[config.mk]
export PLATFORM = sky130hd
export DESIGN_NAME = bbcfg_register
export DESIGN_NICKNAME = d
export VERILOG_FILES = /design/src/include/bbcfg_pkg.sv /design/src/logic/bbcfg_register.sv
export SDC_FILE = /design/constraint.sdc
export NUM_CORES = 1
export LEC_CHECK = 0
export BUFFER_PORTS_ARGS = -buffer_cell sky130_fd_sc_hd__buf_2
export CAP_MARGIN = 20
export CORE_MARGIN = 2
export CORE_UTILIZATION = 45
export CTS_BUF_LIST = sky130_fd_sc_hd__clkbuf_4 sky130_fd_sc_hd__clkbuf_8
export CTS_CLUSTER_DIAMETER = 80
export CTS_CLUSTER_SIZE = 12
export DETAILED_ROUTE_END_ITERATION = 7
export PLACE_DENSITY = 0.82
export SLEW_MARGIN = 5
export SYNTH_ARGS = -nofsm -noshare
export SYNTH_HDL_FRONTEND = slang
export SYNTH_SLANG_ARGS = --single-unit
[constraint.sdc]
create_clock -name sys_clk_in -period 1 [get_ports sys_clk_in]
set_input_delay 0.1 -clock sys_clk_in [delete_from_list [all_inputs] [get_ports sys_clk_in]]
set_output_delay 0.1 -clock sys_clk_in [all_outputs]
set_load 0.01 [all_outputs]
[src/include/bbcfg_pkg.sv]
package bbcfg_pkg;

  // Register location and width
  localparam logic [7:0] BBCFG_OFFSET    = 8'h2B;
  localparam int         BBCFG_WIDTH     = 8;

  // Value after reset of the stored register and of read data
  localparam logic [7:0] BBCFG_RESET     = 8'h00;
  localparam logic [7:0] BBCFG_RD_IDLE   = 8'h00;

  // Field positions
  localparam int VCONN_MSB    = 7;
  localparam int VCONN_LSB    = 4;
  localparam int ALT_MSB      = 3;
  localparam int ALT_LSB      = 2;
  localparam int FAIL_POS     = 1;
  localparam int ATTACH_POS   = 0;

  // Fixed field values while in I2C mode
  localparam logic [3:0] VCONN_I2C_FIXED = 4'h8;
  localparam logic       FAIL_I2C_FIXED  = 1'b0;

  // Power need encoding
  localparam logic [3:0] VCONN_RESERVED  = 4'h7;

  // Alternate mode result encoding
  typedef enum logic [1:0] {
    ALT_UNSPEC_ERR    = 2'h0,
    ALT_NOT_TRIED     = 2'h1,
    ALT_TRIED_FAILED  = 2'h2,
    ALT_CONFIGURED_OK = 2'h3
  } bbcfg_alt_type;

  // Synchroniser depth
  localparam int SYNC_STAGES = 2;

endpackage

[src/logic/bbcfg_register.sv]
`timescale 1ns/1ps

// Function
// - SMBus mode: power need field is writable and reads back as written.
// - I2C mode: power need field is read-only and reads 1000b.
// - Current power need value drives the descriptor power field.
// - Power codes 0000b..0110b are 1..6 W, 0111b reserved, 1xxxb none.
// - SMBus mode: alternate mode result is writable and drives descriptor.
// - I2C mode: alternate mode result is read-only and follows strap pins.
// - Result codes: 00 error, 01 not tried, 10 failed, 11 configured.
// - Failure info bit is ignored while the power field top bit is set.
// - SMBus mode: written failure info bit goes to the descriptor.
// - I2C mode: failure info bit is read-only and held at zero.
module bbcfg_register (
  input  wire logic       sys_clk_in,
  input  wire logic       rst_n_in,
  input  wire logic       smbus_mode_in,
  input  wire logic [1:0] alt_mode_result_pins_in,
  input  wire logic       billboard_attach_pin_in,
  input  wire logic [7:0] reg_addr_in,
  input  wire logic       reg_wr_in,
  input  wire logic [7:0] reg_wr_data_in,
  input  wire logic       reg_rd_in,
  output logic      [7:0] reg_rd_data_out,
  output logic      [3:0] desc_vconn_power_out,
  output logic            desc_vconn_required_out,
  output logic            desc_vconn_reserved_out,
  output logic      [1:0] desc_configured_out,
  output logic            desc_alt_mode_ok_out,
  output logic            desc_failure_info_out,
  output logic            billboard_connect_out
);

  // Effective register view for the current mode
  function automatic logic [7:0] eff_cfg(input logic       smbus,
                                         input logic [7:0] stored,
                                         input logic [1:0] alt_pins,
                                         input logic       attach_pin);
    logic [7:0] v;
    v = stored;
    if (!smbus) begin
      v[bbcfg_pkg::VCONN_MSB:bbcfg_pkg::VCONN_LSB] = bbcfg_pkg::VCONN_I2C_FIXED;
      v[bbcfg_pkg::ALT_MSB:bbcfg_pkg::ALT_LSB]     = alt_pins;
      v[bbcfg_pkg::FAIL_POS]                       = bbcfg_pkg::FAIL_I2C_FIXED;
      v[bbcfg_pkg::ATTACH_POS]                     = attach_pin;
    end
    return v;
  endfunction

  // Top bit of a power code means no power is needed
  function automatic logic vconn_not_needed(input logic [3:0] code);
    return code[3];
  endfunction

  // Reset release synchroniser
  logic [1:0] rst_pipe;
  logic [1:0] next_rst_pipe;
  logic       rst_sync_n;

  // Shift a one in behind the released reset
  always_comb begin
    next_rst_pipe = {rst_pipe[0], 1'b1};
  end

  // Assert at once, release two edges later
  always_ff @(posedge sys_clk_in or negedge rst_n_in) begin
    if (!rst_n_in) begin
      rst_pipe <= 2'h0;
    end else begin
      rst_pipe <= next_rst_pipe;
    end
  end

  assign rst_sync_n = rst_pipe[1];

  // Pin synchronisers: mode, two result straps, attach pin
  logic [3:0] pin_meta;
  logic [3:0] pin_sync;
  logic [3:0] next_pin_meta;
  logic [3:0] next_pin_sync;
  logic       mode_smbus;
  logic [1:0] alt_sync;
  logic       attach_sync;

  always_comb begin
    next_pin_meta = {smbus_mode_in, alt_mode_result_pins_in, billboard_attach_pin_in};
    next_pin_sync = pin_meta;
  end

  always_ff @(posedge sys_clk_in or negedge rst_sync_n) begin
    if (!rst_sync_n) begin
      pin_meta <= 4'h0;
      pin_sync <= 4'h0;
    end else begin
      pin_meta <= next_pin_meta;
      pin_sync <= next_pin_sync;
    end
  end

  assign mode_smbus  = pin_sync[3];
  assign alt_sync    = pin_sync[2:1];
  assign attach_sync = pin_sync[0];

  // Stored register, written only in SMBus mode
  logic [7:0] cfg_q;
  logic [7:0] next_cfg_q;
  logic       wr_hit;
  logic       rd_hit;
  logic [7:0] cfg_eff;

  assign wr_hit  = reg_wr_in && (reg_addr_in == bbcfg_pkg::BBCFG_OFFSET);
  assign rd_hit  = reg_rd_in && (reg_addr_in == bbcfg_pkg::BBCFG_OFFSET);
  assign cfg_eff = eff_cfg(mode_smbus, cfg_q, alt_sync, attach_sync);

  always_comb begin
    next_cfg_q = cfg_q;
    if (wr_hit && mode_smbus) begin
      next_cfg_q = reg_wr_data_in;
    end
  end

  always_ff @(posedge sys_clk_in or negedge rst_sync_n) begin
    if (!rst_sync_n) begin
      cfg_q <= bbcfg_pkg::BBCFG_RESET;
    end else begin
      cfg_q <= next_cfg_q;
    end
  end

  // Read data and descriptor fields
  logic [7:0] next_rd_data;
  logic [3:0] next_vconn;
  logic       next_required;
  logic       next_reserved;
  logic [1:0] next_configured;
  logic       next_alt_ok;
  logic       next_failure;
  logic       next_connect;

  always_comb begin
    next_rd_data    = reg_rd_data_out;
    if (rd_hit) begin
      next_rd_data  = cfg_eff;
    end else if (reg_rd_in) begin
      next_rd_data  = bbcfg_pkg::BBCFG_RD_IDLE;
    end
    next_vconn      = cfg_eff[bbcfg_pkg::VCONN_MSB:bbcfg_pkg::VCONN_LSB];
    next_required   = !vconn_not_needed(next_vconn);
    next_reserved   = (next_vconn == bbcfg_pkg::VCONN_RESERVED);
    next_configured = cfg_eff[bbcfg_pkg::ALT_MSB:bbcfg_pkg::ALT_LSB];
    next_alt_ok     = (next_configured == bbcfg_pkg::ALT_CONFIGURED_OK);
    // Failure info masked when no power is needed
    next_failure    = cfg_eff[bbcfg_pkg::FAIL_POS] && !vconn_not_needed(next_vconn);
    next_connect    = cfg_eff[bbcfg_pkg::ATTACH_POS];
  end

  always_ff @(posedge sys_clk_in or negedge rst_sync_n) begin
    if (!rst_sync_n) begin
      reg_rd_data_out         <= bbcfg_pkg::BBCFG_RD_IDLE;
      desc_vconn_power_out    <= bbcfg_pkg::VCONN_I2C_FIXED; // Matches the flags below
      desc_vconn_required_out <= 1'b0;
      desc_vconn_reserved_out <= 1'b0;
      desc_configured_out     <= 2'h0;
      desc_alt_mode_ok_out    <= 1'b0;
      desc_failure_info_out   <= 1'b0;
      billboard_connect_out   <= 1'b0;
    end else begin
      reg_rd_data_out         <= next_rd_data;
      desc_vconn_power_out    <= next_vconn;
      desc_vconn_required_out <= next_required;
      desc_vconn_reserved_out <= next_reserved;
      desc_configured_out     <= next_configured;
      desc_alt_mode_ok_out    <= next_alt_ok;
      desc_failure_info_out   <= next_failure;
      billboard_connect_out   <= next_connect;
    end
  end
endmodule
==> flow_summary_export.csv <==
group,metric,value,unit
clock_network,cts_made_buffers,5,
finish,area_growth,47.4,%
routing,drt_iter0_drc,10,
flow_run,drv_cap,0,
sta,setup_viol,17,
routing,ant_nets,0,
floorplanning,die_w,57.6,um
place,place_area,1590,um^2
routing,dr.pass1.iters,4,
place,portBuffers,42,
place,routabilityCongestion,0.767,
clock_network,clk_latency,0.33,ns
power_and_ir_drop,p_leak,0.974,nW
clock_network,clock-root-buffer,"clkbuf_4",
routing,drc_errors,0,
critical_path,crit_type,"reg2reg",
sta,slew_violations,0,
clock_network,cts_sinks,37,
hold_path,hold_path.class,"in2async",
clock_network,htreeDepth,2,
power_and_ir_drop,ir_worst_vdd,1490,uV
floorplanning,num_rows,19,
critical_path,required,1.21,ns
sta,fin_ws,-0.118,ns
outcome,violations,"negative setup slack",
sta,fin_crit,1.12,ns
yosys,syn_area,1290,um^2
finish,drive_gt1_frac,0.580,
yosys,ys_seq_elements,37,
yosys,synth_top_area_share,0.697,
yosys,synth_warnings,0,
floorplanning,die_h,57.6,um
yosys,async_flop_share,1.00,
yosys,yosys-top-cells-count,"dfrtp_1, mux2_2, inv_1",
outcome,status,"complete, but fails checks",
critical_path,crit_path_start_kind,"flip-flop",
power_and_ir_drop,p_per_area,1400,nW/um^2
clock_network,tritoncts,"yes",
sta,final.setup.tns,-1.49,ns
finish,nFillCells,189,
finish,postLayoutCoreUtil,0.697,
yosys,synth_enable_flop_cells,0,
sta,finalHoldViolations,0,
floorplanning,initial_core_util,0.473,
grt,grt_max_degree,19,
grt,grt_pass1_wl,4630,um
grt,grt.total_usage,0.196,
sta,post-route-period-util,1.12,
floorplanning,die_area,3320,um^2
yosys,synth.avg_cell_area,14.5,um^2
yosys,synth-seq-area-share,0.717,
yosys,ys.flop_type,"dfrtp_1",
yosys,synth_cells,89,
yosys,syn_nets,113,
sta,holdWs,0.0720,ns
critical_path,rr_worst_depth,3,
critical_path,endpoint_kind,"flip-flop",
yosys,synth_top_cell_by_area,"dfrtp_1",
critical_path,critPathMaxFanout,5,
clock_network,clk_pin_slew,0.10,ns
place,hpwlAfterDp,1860,um
routing,vias,917,
yosys,synth_area_leaders,"dfrtp_1, mux2_2, o22ai_1, inv_1, and2_1",
sta,max_freq,0.894,GHz
clock_network,cts.path.max_buffers,2,
finish,nets,180,
sta,skew,0.00459,ns
floorplanning,boundaryPins,43,
routing,routed_via_density,4.88,
grt,globalRouteOverflowTotal,0,
critical_path,cp.arrival,1.33,ns
routing,drt-total-wl,2810,um
routing,wl_per_cell,14.9,um
finish,fin_area,1910,um^2
yosys,ys_types,18,
finish,diodes,0,
yosys,yosys.cell_count.top_type,"dfrtp_1",
floorplanning,core,2730,um^2
grt,antenna_found_initial,0,
sta,rsz0062_at_grt,"yes",
grt,grt_pass1_vias,1023,
worst paths after layout:
path / slack [ns] / to / start
worst max-delay path: -0.12 / reg_rd_data_out[2] / pin_sync[3]
min in group sys_clk_in: 0.18 / reg_rd_data_out[0] / reg_rd_in
worst min-delay path: 0.07 / rst_pipe[0] / rst_n_in
worst max register to register: -0.12 / reg_rd_data_out[2] / pin_sync[3]
max in group asynchronous: 0.36 / pin_sync[3] / rst_pipe[1]
worst min register to register: 0.20 / desc_vconn_power_out[1] / rst_pipe[1]
through the flow:
| stage | power (mW) | cells | setup WS, ns |
|---|---|---|---|
| 2_1_floorplan | 1.67 | 89 | -0.0792 |
| 3_3_place_gp | 1.75 | 164 | -0.187 |
| 3_5_place_dp | 1.76 | 164 | -0.246 |
| 4_1_cts | 2.69 | 188 | -0.126 |
| 5_1_grt | 2.80 | 188 | -0.156 |
| 6_report | 2.67 | 188 | -0.118 |
where the power goes:
part | internal (mW) | switching [mW]
Clock | 0.407 | 0.453
Sequential | 1.54 | 0.0347
Combinational | 0.137 | 0.0967
Total | 2.08 | 0.585
kinds of logic (layout without fill, tap and decap cells):
kind of cell | count (synthesis) | in the layout | share of synthesized area
and+or+nand+nor | 20 | 20 | 0.110
buffers and inverters | 12 | 80 | 0.0358
other | 1 | 1 | 0.00290
DFF | 37 | 37 | 0.717
muxes | 11 | 11 | 0.0958
AOI/OAI and AO/OA | 8 | 8 | 0.0377
layer usage:
layer  up-vias  GRT usage  wire [um]
met3         3     0.0680        160
met1       449      0.208       1020
met5         -          0          0
li1        430          -          -
met4         0     0.0698         17
met2        35      0.356       1610
timing repair:
action                                  CTS  global route
pin swaps                                 3             1
endpoints found under the setup margin   24            30
endpoints found under the hold margin    14             0
buffers inserted                          3             1
resized for setup                        14            11
hold buffers                             13             0
worst max-delay path: stages (launching register included):
cell     delay (ns)
dfrtp_2        0.49
mux2_4         0.34
nand2_2        0.09
o22ai_2        0.07
layout make-up:
| class | count | area (um^2) | share of cell area |
|---|---|---|---|
| clock inverter | 1 | 5.00 | 0.00263 |
| inverter | 9 | 36.3 | 0.0190 |
| clock buffer | 7 | 65.1 | 0.0341 |
| sequential | 37 | 930 | 0.488 |
| timing repair buffer | 63 | 434 | 0.228 |
| multi-input combinational | 40 | 397 | 0.208 |
| tap | 31 | 38.8 | 0.0204 |
state kept, by name (all words and copies together) (netlist names):
signal,cells
billboard_connect_out,1
cfg_q,8
desc_alt_mode_ok_out,1
desc_configured_out,2
desc_failure_info_out,1
desc_vconn_power_out,4
desc_vconn_required_out,1
desc_vconn_reserved_out,1
next_pin_sync,4
pin_sync,4
reg_rd_data_out,8
rst_pipe,2
cell usage in the layout, fill, tap and decap left out, drive strengths merged:
cell type	instances
mux2	11
nand3	1
clkinv	1
and2	5
and4b	1
nor4b	1
clkbuf	7
dlygate4sd3	13
buf	50
inv	9
nand4	2
conb	1
o21ai	1
dfstp	1
o22ai	7
nand2	8
nand2b	1
and4	1
dfrtp	36
No activity file was read; power rests on OpenSTA's default activity.
